`config.mk`:
```
export PLATFORM = sky130hd
export DESIGN_NAME = adc_conversion_control
export DESIGN_NICKNAME = d
export VERILOG_FILES = /design/src/pkg/adc_ctrl_pkg.sv /design/src/adc_conversion_control.sv /design/src/adc_clock_divider.sv
export SDC_FILE = /design/constraint.sdc
export NUM_CORES = 1
export LEC_CHECK = 0
export ABC_AREA = 1
export ABC_CLOCK_PERIOD_IN_PS = 1800
export BUFFER_PORTS_ARGS = -buffer_cell sky130_fd_sc_hd__clkbuf_2
export CORE_MARGIN = 2
export CORE_UTILIZATION = 47
export DETAILED_ROUTE_END_ITERATION = 16
export MAX_ROUTING_LAYER = met4
export PLACE_DENSITY = 0.77
export SLEW_MARGIN = 20
export SYNTH_ARGS = -nofsm -noshare
export SYNTH_HDL_FRONTEND = slang
export SYNTH_HIERARCHICAL = 1
export SYNTH_SLANG_ARGS = --single-unit
```
`constraint.sdc`:
```
create_clock -name REF_CLK_I -period 1.8 [get_ports REF_CLK_I]
set_clock_uncertainty 0.15 [all_clocks]
set_input_delay 0.36 -clock REF_CLK_I [delete_from_list [all_inputs] [get_ports REF_CLK_I]]
set_output_delay 0.36 -clock REF_CLK_I [all_outputs]
set_load 0.005 [all_outputs]
```
`src/pkg/adc_ctrl_pkg.sv`:
```
// Package for the converter control block: register map, fields, reset values, timing.
// Assumes a 32-bit APB bus with byte addresses and an 11-bit raw result from the core.
package adc_ctrl_pkg;

    // Register byte addresses
    localparam logic [7:0] ADDR_STATUS_CONTROL = 8'h00;
    localparam logic [7:0] ADDR_RESULT_HIGH    = 8'h04;
    localparam logic [7:0] ADDR_RESULT_LOW     = 8'h08;
    localparam logic [7:0] ADDR_CLOCK_CONFIG   = 8'h0c;

    // Reset values
    localparam logic [7:0] STATUS_CONTROL_RESET = 8'h1f;
    localparam logic [7:0] CLOCK_CONFIG_RESET   = 8'h00;

    // Status/control fields
    localparam int         DONE_BIT       = 7;
    localparam int         IRQ_EN_BIT     = 6;
    localparam int         CONT_BIT       = 5;
    localparam int         CHAN_MSB       = 4;
    localparam logic [4:0] CHANNEL_NONE   = 5'h1f;

    // Clock config fields
    localparam int         LOW_POWER_BIT  = 7;
    localparam int         DIV_MSB        = 6;
    localparam int         DIV_LSB        = 5;
    localparam int         INPUT_SEL_BIT  = 4;
    localparam int         MODE_MSB       = 3;
    localparam int         MODE_LSB       = 2;
    localparam int         LONG_SMP_BIT   = 1;
    localparam int         ASYNC_EN_BIT   = 0;

    // Mode encodings
    localparam logic [1:0] MODE_SW_8      = 2'h0;
    localparam logic [1:0] MODE_SW_10     = 2'h1;
    localparam logic [1:0] MODE_RESERVED  = 2'h2;
    localparam logic [1:0] MODE_HW_10     = 2'h3;

    // Sample phase in half conversion-clock cycles, rounded up to whole ticks
    localparam int         SAMPLE_SHORT_HALVES = 7;
    localparam int         SAMPLE_LONG_HALVES  = 47;
    localparam logic [4:0] SAMPLE_SHORT_TICKS  = 5'((SAMPLE_SHORT_HALVES + 1) / 2);
    localparam logic [4:0] SAMPLE_LONG_TICKS   = 5'((SAMPLE_LONG_HALVES + 1) / 2);

    localparam int         RAW_W          = 11;

endpackage : adc_ctrl_pkg

```
`src/adc_conversion_control.sv`:
```
// Converter control block: APB registers, conversion sequencing, clock choice and division.
// Assumes the analog core shares REF_CLK_I and returns a one-cycle done with its raw code.
//
// Design decisions made here: the register addresses and the APB register port.
`timescale 1ns/1ps
`default_nettype none
module adc_conversion_control
    import adc_ctrl_pkg::*;
(
    input  wire logic             REF_CLK_I,
    input  wire logic             RST_N_I,
    input  wire logic             PSEL_I,
    input  wire logic             PENABLE_I,
    input  wire logic             PWRITE_I,
    input  wire logic [7:0]       PADDR_I,
    input  wire logic [31:0]      PWDATA_I,
    output logic      [31:0]      PRDATA_O,
    output logic                  PREADY_O,
    output logic                  PSLVERR_O,
    input  wire logic             STOP_MODE_I,
    input  wire logic             HW_TRIGGER_I,
    input  wire logic             ALT_CLK_I,
    input  wire logic             ASYNC_CLK_I,
    input  wire logic             CORE_DONE_I,
    input  wire logic [RAW_W-1:0] CORE_RAW_I,
    output logic      [4:0]       CORE_CHANNEL_O,
    output logic                  CORE_SAMPLE_O,
    output logic                  CORE_CONVERT_O,
    output logic                  CORE_TEN_BIT_O,
    output logic                  CONV_CLK_EN_O,
    output logic                  ASYNC_OSC_EN_O,
    output logic                  LOW_POWER_O,
    output logic                  DONE_IRQ_O
);

    typedef enum logic [1:0] {ST_IDLE, ST_SAMPLE, ST_CONVERT} conv_state_t;

    function automatic logic [9:0] round_raw(input logic [RAW_W-1:0] raw, input logic ten);
        logic [10:0] sum;
        sum = 11'h0;
        if (ten) begin
            sum = {1'b0, raw[10:1]} + {10'h0, raw[0]};
            round_raw = sum[10] ? 10'h3ff : sum[9:0];
        end else begin
            sum = {3'h0, raw[10:3]} + {10'h0, raw[2]};
            round_raw = sum[8] ? 10'h0ff : {2'h0, sum[7:0]};
        end
    endfunction : round_raw

    // Pins from other domains: two flops, then an edge flop
    logic [2:0] stop_sync_reg;
    logic [2:0] trig_sync_reg;
    logic [2:0] alt_sync_reg;
    logic [2:0] async_sync_reg;

    always_ff @(posedge REF_CLK_I) begin
        if (!RST_N_I) begin
            stop_sync_reg  <= 3'h0;
            trig_sync_reg  <= 3'h0;
            alt_sync_reg   <= 3'h0;
            async_sync_reg <= 3'h0;
        end else begin
            stop_sync_reg  <= {stop_sync_reg[1:0], STOP_MODE_I};
            trig_sync_reg  <= {trig_sync_reg[1:0], HW_TRIGGER_I};
            alt_sync_reg   <= {alt_sync_reg[1:0], ALT_CLK_I};
            async_sync_reg <= {async_sync_reg[1:0], ASYNC_CLK_I};
        end
    end

    logic stop_mode;
    logic trig_edge;
    logic alt_edge;
    logic async_edge;
    assign stop_mode  = stop_sync_reg[1];
    assign trig_edge  = trig_sync_reg[1] & ~trig_sync_reg[2];
    assign alt_edge   = alt_sync_reg[1] & ~alt_sync_reg[2];
    assign async_edge = async_sync_reg[1] & ~async_sync_reg[2];

    // Registers and sequencer state
    logic [7:0]  ctrl_reg;
    logic [7:0]  ctrl_next;
    logic [7:0]  clkcfg_reg;
    logic [7:0]  clkcfg_next;
    logic [9:0]  result_reg;
    logic [9:0]  result_next;
    logic        done_reg;
    logic        done_next;
    logic        irq_reg;
    logic        irq_next;
    logic        cont_reg;
    logic        cont_next;
    conv_state_t state_reg;
    conv_state_t state_next;
    logic [4:0]  smp_cnt_reg;
    logic [4:0]  smp_cnt_next;
    logic        osc_reg;
    logic        osc_next;
    logic        pready_reg;
    logic        pready_next;
    logic        pslverr_reg;
    logic        pslverr_next;
    logic [31:0] prdata_reg;
    logic [31:0] prdata_next;

    // Decoded fields
    logic [4:0] channel;
    logic [1:0] mode;
    logic       async_en;
    logic       sw_mode;
    logic       ten_bit;
    logic [4:0] smp_target;
    assign channel    = ctrl_reg[CHAN_MSB:0];
    assign mode       = clkcfg_reg[MODE_MSB:MODE_LSB];
    assign async_en   = clkcfg_reg[ASYNC_EN_BIT];
    assign sw_mode    = (mode == MODE_SW_8) || (mode == MODE_SW_10);
    assign ten_bit    = (mode != MODE_SW_8);
    assign smp_target = clkcfg_reg[LONG_SMP_BIT] ? SAMPLE_LONG_TICKS
                                                 : SAMPLE_SHORT_TICKS;

    // Source selection and division
    logic src_tick;
    logic conv_tick;
    always_comb begin
        if (async_en) begin
            src_tick = async_edge;
        end else if (clkcfg_reg[INPUT_SEL_BIT]) begin
            src_tick = 1'b1;
        end else begin
            src_tick = alt_edge;
        end
    end

    adc_clock_divider u_divider (
        .clk_i      (REF_CLK_I),
        .rst_n_i    (RST_N_I),
        .run_i      (state_reg != ST_IDLE),
        .src_tick_i (src_tick),
        .div_sel_i  (clkcfg_reg[DIV_MSB:DIV_LSB]),
        .tick_o     (conv_tick)
    );

    // Bus decode; effects land on the completing edge
    logic xfer;
    logic wr_ctrl;
    logic wr_clk;
    logic rd_low;
    logic rd_high;
    logic mapped;
    logic [7:0] wbyte;
    assign xfer    = PSEL_I & PENABLE_I & pready_reg;
    assign mapped  = (PADDR_I == ADDR_STATUS_CONTROL) || (PADDR_I == ADDR_RESULT_HIGH) ||
                     (PADDR_I == ADDR_RESULT_LOW) || (PADDR_I == ADDR_CLOCK_CONFIG);
    assign wr_ctrl = xfer & PWRITE_I & (PADDR_I == ADDR_STATUS_CONTROL);
    assign wr_clk  = xfer & PWRITE_I & (PADDR_I == ADDR_CLOCK_CONFIG);
    assign rd_low  = xfer & ~PWRITE_I & (PADDR_I == ADDR_RESULT_LOW);
    assign rd_high = xfer & ~PWRITE_I & (PADDR_I == ADDR_RESULT_HIGH);
    assign wbyte   = PWDATA_I[7:0];

    // Sequencer control terms
    logic stop_halt;
    logic conv_end;
    logic start;
    assign stop_halt = stop_mode & ~async_en;
    assign conv_end  = (state_reg == ST_CONVERT) & CORE_DONE_I & ~stop_halt;

    always_comb begin
        start = 1'b0;
        if (stop_halt) begin
            start = 1'b0;
        end else if (wr_ctrl) begin
            start = sw_mode && (wbyte[CHAN_MSB:0] != CHANNEL_NONE);
        end else if (mode == MODE_HW_10 && trig_edge && channel != CHANNEL_NONE) begin
            start = 1'b1;
        end else if (conv_end && cont_reg && sw_mode) begin
            start = 1'b1;
        end
    end

    always_comb begin
        state_next   = state_reg;
        smp_cnt_next = smp_cnt_reg;
        if (start) begin
            state_next   = ST_SAMPLE;
            smp_cnt_next = 5'h0;
        end else if (stop_halt || wr_ctrl) begin
            state_next   = ST_IDLE;
        end else begin
            case (state_reg)
                ST_IDLE: begin
                    state_next = ST_IDLE;
                end
                ST_SAMPLE: begin
                    if (conv_tick) begin
                        if (smp_cnt_reg == smp_target - 5'h1) begin
                            state_next = ST_CONVERT;
                        end
                        smp_cnt_next = smp_cnt_reg + 5'h1;
                    end
                end
                ST_CONVERT: begin
                    if (CORE_DONE_I) begin
                        state_next = ST_IDLE;
                    end
                end
                default: begin
                    state_next = ST_IDLE;
                end
            endcase
        end
    end

    always_comb begin
        ctrl_next   = ctrl_reg;
        clkcfg_next = clkcfg_reg;
        result_next = result_reg;
        done_next   = done_reg;
        irq_next    = irq_reg;
        cont_next   = cont_reg;
        osc_next    = async_en & (state_next != ST_IDLE);
        if (wr_ctrl) begin
            ctrl_next = {1'b0, wbyte[6:0]};
            done_next = 1'b0;
            irq_next  = 1'b0;
            cont_next = wbyte[CONT_BIT] && (wbyte[CHAN_MSB:0] != CHANNEL_NONE);
        end
        if (wr_clk) begin
            clkcfg_next = wbyte;
            cont_next   = 1'b0;
            osc_next    = wbyte[ASYNC_EN_BIT] & (state_next != ST_IDLE);
        end
        if (stop_halt) begin
            cont_next = 1'b0;
        end
        if (rd_low) begin
            done_next = 1'b0;
        end
        if (rd_low || rd_high) begin
            irq_next = 1'b0;
        end
        // Set wins over any clear in the same cycle
        if (conv_end) begin
            result_next = round_raw(CORE_RAW_I, ten_bit);
            done_next   = 1'b1;
            irq_next    = ctrl_reg[IRQ_EN_BIT];
        end
    end

    // APB: one wait state, so the answer comes in the second access cycle
    always_comb begin
        pready_next  = PSEL_I & PENABLE_I & ~pready_reg;
        pslverr_next = PSEL_I & PENABLE_I & ~pready_reg & ~mapped;
        prdata_next  = 32'h0;
        if (PSEL_I && PENABLE_I && !pready_reg && !PWRITE_I) begin
            case (PADDR_I)
                ADDR_STATUS_CONTROL: prdata_next = {24'h0, done_reg, ctrl_reg[6:0]};
                ADDR_RESULT_HIGH:    prdata_next = {30'h0, result_reg[9:8]};
                ADDR_RESULT_LOW:     prdata_next = {24'h0, result_reg[7:0]};
                ADDR_CLOCK_CONFIG:   prdata_next = {24'h0, clkcfg_reg};
                default:             prdata_next = 32'h0;
            endcase
        end
    end

    always_ff @(posedge REF_CLK_I) begin
        if (!RST_N_I) begin
            ctrl_reg    <= STATUS_CONTROL_RESET;
            clkcfg_reg  <= CLOCK_CONFIG_RESET;
            result_reg  <= 10'h0;
            done_reg    <= 1'b0;
            irq_reg     <= 1'b0;
            cont_reg    <= 1'b0;
            state_reg   <= ST_IDLE;
            smp_cnt_reg <= 5'h0;
            osc_reg     <= 1'b0;
            pready_reg  <= 1'b0;
            pslverr_reg <= 1'b0;
            prdata_reg  <= 32'h0;
        end else begin
            ctrl_reg    <= ctrl_next;
            clkcfg_reg  <= clkcfg_next;
            result_reg  <= result_next;
            done_reg    <= done_next;
            irq_reg     <= irq_next;
            cont_reg    <= cont_next;
            state_reg   <= state_next;
            smp_cnt_reg <= smp_cnt_next;
            osc_reg     <= osc_next;
            pready_reg  <= pready_next;
            pslverr_reg <= pslverr_next;
            prdata_reg  <= prdata_next;
        end
    end

    // Core-facing outputs registered to keep them glitch free
    logic [4:0] chan_out_reg;
    logic       smp_out_reg;
    logic       cnv_out_reg;
    logic       ten_out_reg;
    logic       clk_en_reg;
    logic       lp_out_reg;

    always_ff @(posedge REF_CLK_I) begin
        if (!RST_N_I) begin
            chan_out_reg <= CHANNEL_NONE;
            smp_out_reg  <= 1'b0;
            cnv_out_reg  <= 1'b0;
            ten_out_reg  <= 1'b0;
            clk_en_reg   <= 1'b0;
            lp_out_reg   <= 1'b0;
        end else begin
            chan_out_reg <= channel;
            smp_out_reg  <= (state_reg == ST_SAMPLE);
            cnv_out_reg  <= (state_reg == ST_CONVERT);
            ten_out_reg  <= ten_bit;
            clk_en_reg   <= conv_tick;
            lp_out_reg   <= clkcfg_reg[LOW_POWER_BIT];
        end
    end

    assign PRDATA_O       = prdata_reg;
    assign PREADY_O       = pready_reg;
    assign PSLVERR_O      = pslverr_reg;
    assign CORE_CHANNEL_O = chan_out_reg;
    assign CORE_SAMPLE_O  = smp_out_reg;
    assign CORE_CONVERT_O = cnv_out_reg;
    assign CORE_TEN_BIT_O = ten_out_reg;
    assign CONV_CLK_EN_O  = clk_en_reg;
    assign ASYNC_OSC_EN_O = osc_reg;
    assign LOW_POWER_O    = lp_out_reg;
    assign DONE_IRQ_O     = irq_reg;
endmodule : adc_conversion_control
`default_nettype wire

```
`src/adc_clock_divider.sv`:
```
// Conversion clock divider: turns source ticks into conversion clock enable pulses.
// Assumes src_tick_i is a one-cycle enable on the system clock.
`timescale 1ns/1ps
`default_nettype none
module adc_clock_divider
    import adc_ctrl_pkg::*;
(
    input  wire logic       clk_i,
    input  wire logic       rst_n_i,
    input  wire logic       run_i,
    input  wire logic       src_tick_i,
    input  wire logic [1:0] div_sel_i,
    output logic            tick_o
);

    logic [2:0] cnt_reg;
    logic [2:0] cnt_next;
    logic       tick_reg;
    logic       tick_next;
    logic [2:0] last;

    always_comb begin
        last      = 3'((4'h1 << div_sel_i) - 4'h1);
        cnt_next  = cnt_reg;
        tick_next = 1'b0;
        if (!run_i) begin
            cnt_next = 3'h0;
        end else if (src_tick_i) begin
            if (cnt_reg == last) begin
                cnt_next  = 3'h0;
                tick_next = 1'b1;
            end else begin
                cnt_next = cnt_reg + 3'h1;
            end
        end
    end

    always_ff @(posedge clk_i) begin
        if (!rst_n_i) begin
            cnt_reg  <= 3'h0;
            tick_reg <= 1'b0;
        end else begin
            cnt_reg  <= cnt_next;
            tick_reg <= tick_next;
        end
    end

    assign tick_o = tick_reg;

endmodule : adc_clock_divider
`default_nettype wire

```
==> summary.txt <==
Timing
  – Fin. max-slew vios: 0
  – Fmax achieved: 0.620 GHz
  – PnR worst setup slack: 0.186 ns
  – Min Clock Period, post-route: 1.61 ns
  – Fin crit share: 89.7%
  – Final setup viols: 0
  – RSZ-0062 raised after global routing: no
  – Hold Fails Final Rpt: 0

Synth
  – Area contributors post-synth: dfxtp_1, nand2_1, inv_1
  – Most frequent cell after synthesis: nand2_1
  – Synthesized flop and latch total: 71
  – Sequential area share after synthesis: 39.7%
  – Yosys cell types: 35
  – Post-synth top cells: nand2_1, dfxtp_1, inv_1, nor2_1, nand3_1
  – Post-Syn Area: 3580 sq um
  – Leading area contributor after synthesis: dfxtp_1
  – Syn_area_per_cell: 7.11 sq um
  – Primary FF master, synth: dfxtp_1
  – Syn Inst Count: approximately 500
  – Yosys top cell area share: about two fifths
  – Yosys Warn Count: 6
  – Post-synth EDFFs: 0
  – Synth async-reset ratio: 0%

Worst setup path
  – Worst Reg-to-Reg Cells: 9
  – Reg-to-Reg End: result_reg[6]
  – CP required: 1.89 ns
  – Crit path DAT: 1.70 ns
  – CP endpoint kind: register
  – Startpoint types: register
  – Worst Path Max Fanout: 5
  – Setup Crit Path Kind: reg2reg
  – Origin of the critical flop-to-flop path: state_reg[0]
  – Flop2flop setup slack: 0.19 ns

Detailed routing
  – Post-Route WL: 8.12 mm
  – DR top layer: met4
  – Final ANT Viol Nets: 0
  – DRC viols: 0
  – DR pass1 iterations: 7
  – Wl on met1: 3.76 mm
  – Wire per inst: between 10 and 15 um
  – Met3 Wirelength: 609 um
  – Detailed-route via count: 3367
  – Via density: 4.87
  – WL met2: 3.66 mm
  – Iter 0 DRT Violations: just under 200

Global route
  – Largest net degree at the start of global routing: 24
  – Overall Global Routing Usage: 20.8%
  – GRT overflow: 0
  – Vias in the first global route: 3067
  – First-pass GRT wire length: 13.6 mm
  – Initial antenna violation count: 0

Final layout
  – Post-route insts no fill: 691
  – Util after Layout: between 50% and 60%
  – Post-route cell area: 4260 sq um
  – Nets: approximately 660
  – Max FFs per register: 10
  – Area delta synth->final: 18.8%
  – Layout cells sized above 1: between 20% and 30%
  – N_diodes: 0

Floorplan
  – Num rows: 31
  – I/O Pins: 107
  – Die footprint: 8340 sq um
  – Area of the core: about 7300 sq um
  – Die width: 91.3 um
  – Die Ht: 91.3 um
  – Starting Density: 48.9%

Power and ir drop
  – Leakage: 2.13 nW
  – Peak VDD IR: 625 uV
  – Cell Pwr Density: 712 nW/um^2

Placed design
  – DP HPWL: 6.42 mm
  – Placed insts: about 680
  – Placement Cell Area: 4050 sq um
  – Routability cong.: between 0.9 and 1
  – IO Port Bufs: 58
  – Pre-CTS setup slack: -0.0810 ns

Clocking
  – Clk Tree Root Cell: clkbuf_8
  – Sink Count: 71
  – CTS resizes: 0
  – H-tree levels: 3
  – Hold Buf Count CTS: 0
  – Post-CTS setup buffers: 0
  – CTS tree: yes
  – Clock Latency Late Sink: between 0.3 and 0.4 ns
  – TritonCTS buffer count: 9
  – CTS clk-pin slew, worst paths: around 0.070 ns
  – Clock buffer depth: 2

Worst hold path
  – Hold crit path type: in2reg
  – Worst hold stages: 3
  – Hold Path End: async_sync_reg[0]
  – Worst hold start: ASYNC_CLK_I

Job
  – Max-cap violation count: 0

Run status
  – Status: finished, final reports clean
stage by stage:
stage               TNS (ns)  total power, mW  hold slack, ns
detailed placement    -0.418             1.84           0.246
global placement      -0.217             1.83           0.242
finish                     0             3.03          0.0404
CTS                        0             3.06          0.0248
global route               0             3.16          0.0337
floorplan                  0             1.78           0.240
layer usage:
metal | GRT usage, % | vias up
li1 | - | 1707
met1 | 26.9 | 1529
met2 | 32.1 | 119
met3 | 5.06 | 12
met4 | 7.07 | 0
met5 | - | -
kinds of logic (layout without fill, tap and decap cells):
group                      count (synthesis)  after routing  share of synthesized area [%]
and+or+nand+nor                          232            232                           29.2
buffers and inverters                    109            174                           14.4
AOI/OAI and AO/OA                         71             71                           10.8
DFF                                       71             71                           39.7
xor gates and xnor gates                  10             10                           2.45
adders and majority gates                  9              9                           3.14
other                                      1             24                          0.105
muxes                                      1              1                          0.279
worst max path at each step:
| stage | startpoint | depth (start not counted) | slack, ns | end |
|---|---|---|---|---|
| floorplan | CORE_RAW_I[0] | 10 | 0.08 | result_reg[4] |
| detailed placement | CORE_RAW_I[0] | 9 | -0.08 | result_reg[2] |
| CTS | state_reg[0] | 10 | 0.07 | result_reg[4] |
| global route | state_reg[0] | 11 | 0.02 | result_reg[4] |
| global placement | CORE_RAW_I[0] | 9 | -0.05 | result_reg[2] |
| finish | state_reg[0] | 9 | 0.19 | result_reg[6] |
layout make-up:
class	count	area, sq um
repair buffers	82	483
multi-input cells	347	1750
clock buffers	11	131
inverters	76	290
flip-flops and latches	71	1420
clock inverters	5	58.8
well taps	99	124
fillers	696	3080
layout by cell type (no fill, tap or decap), drive strengths merged, types with 2 or more instances in the layout:
cell / instances
dfxtp: 71
a21oi: 30
o211ai: 7
inv: 74
ha: 9
clkinvlp: 2
nand2: 120
o21ai: 25
nand3: 44
nor3: 8
or2: 3
clkinv: 4
nand4: 2
o22ai: 7
conb: 24
xor2: 9
clkbuf: 69
buf: 24
nor2: 53
worst max-delay path, cell delays in order, from the launching register on:
cell and delay (ns):
dfxtp_1 0.35, inv_1 0.07, ha_1 0.23, nand2_1 0.08, inv_1 0.07, nand2_4 0.10, nor2_2 0.05, buf_4 0.16
a22oi_1 0.15, a21oi_1 0.08
report_power, final:
group | leakage (nW) | internal (mW) | switching, mW
Sequential | 0.574 | 1.58 | 0.00385
Clock | 0.0895 | 0.640 | 0.585
Combinational | 1.47 | 0.0832 | 0.137
Total | 2.13 | 2.31 | 0.726
Power figures use the tool's default switching activity.
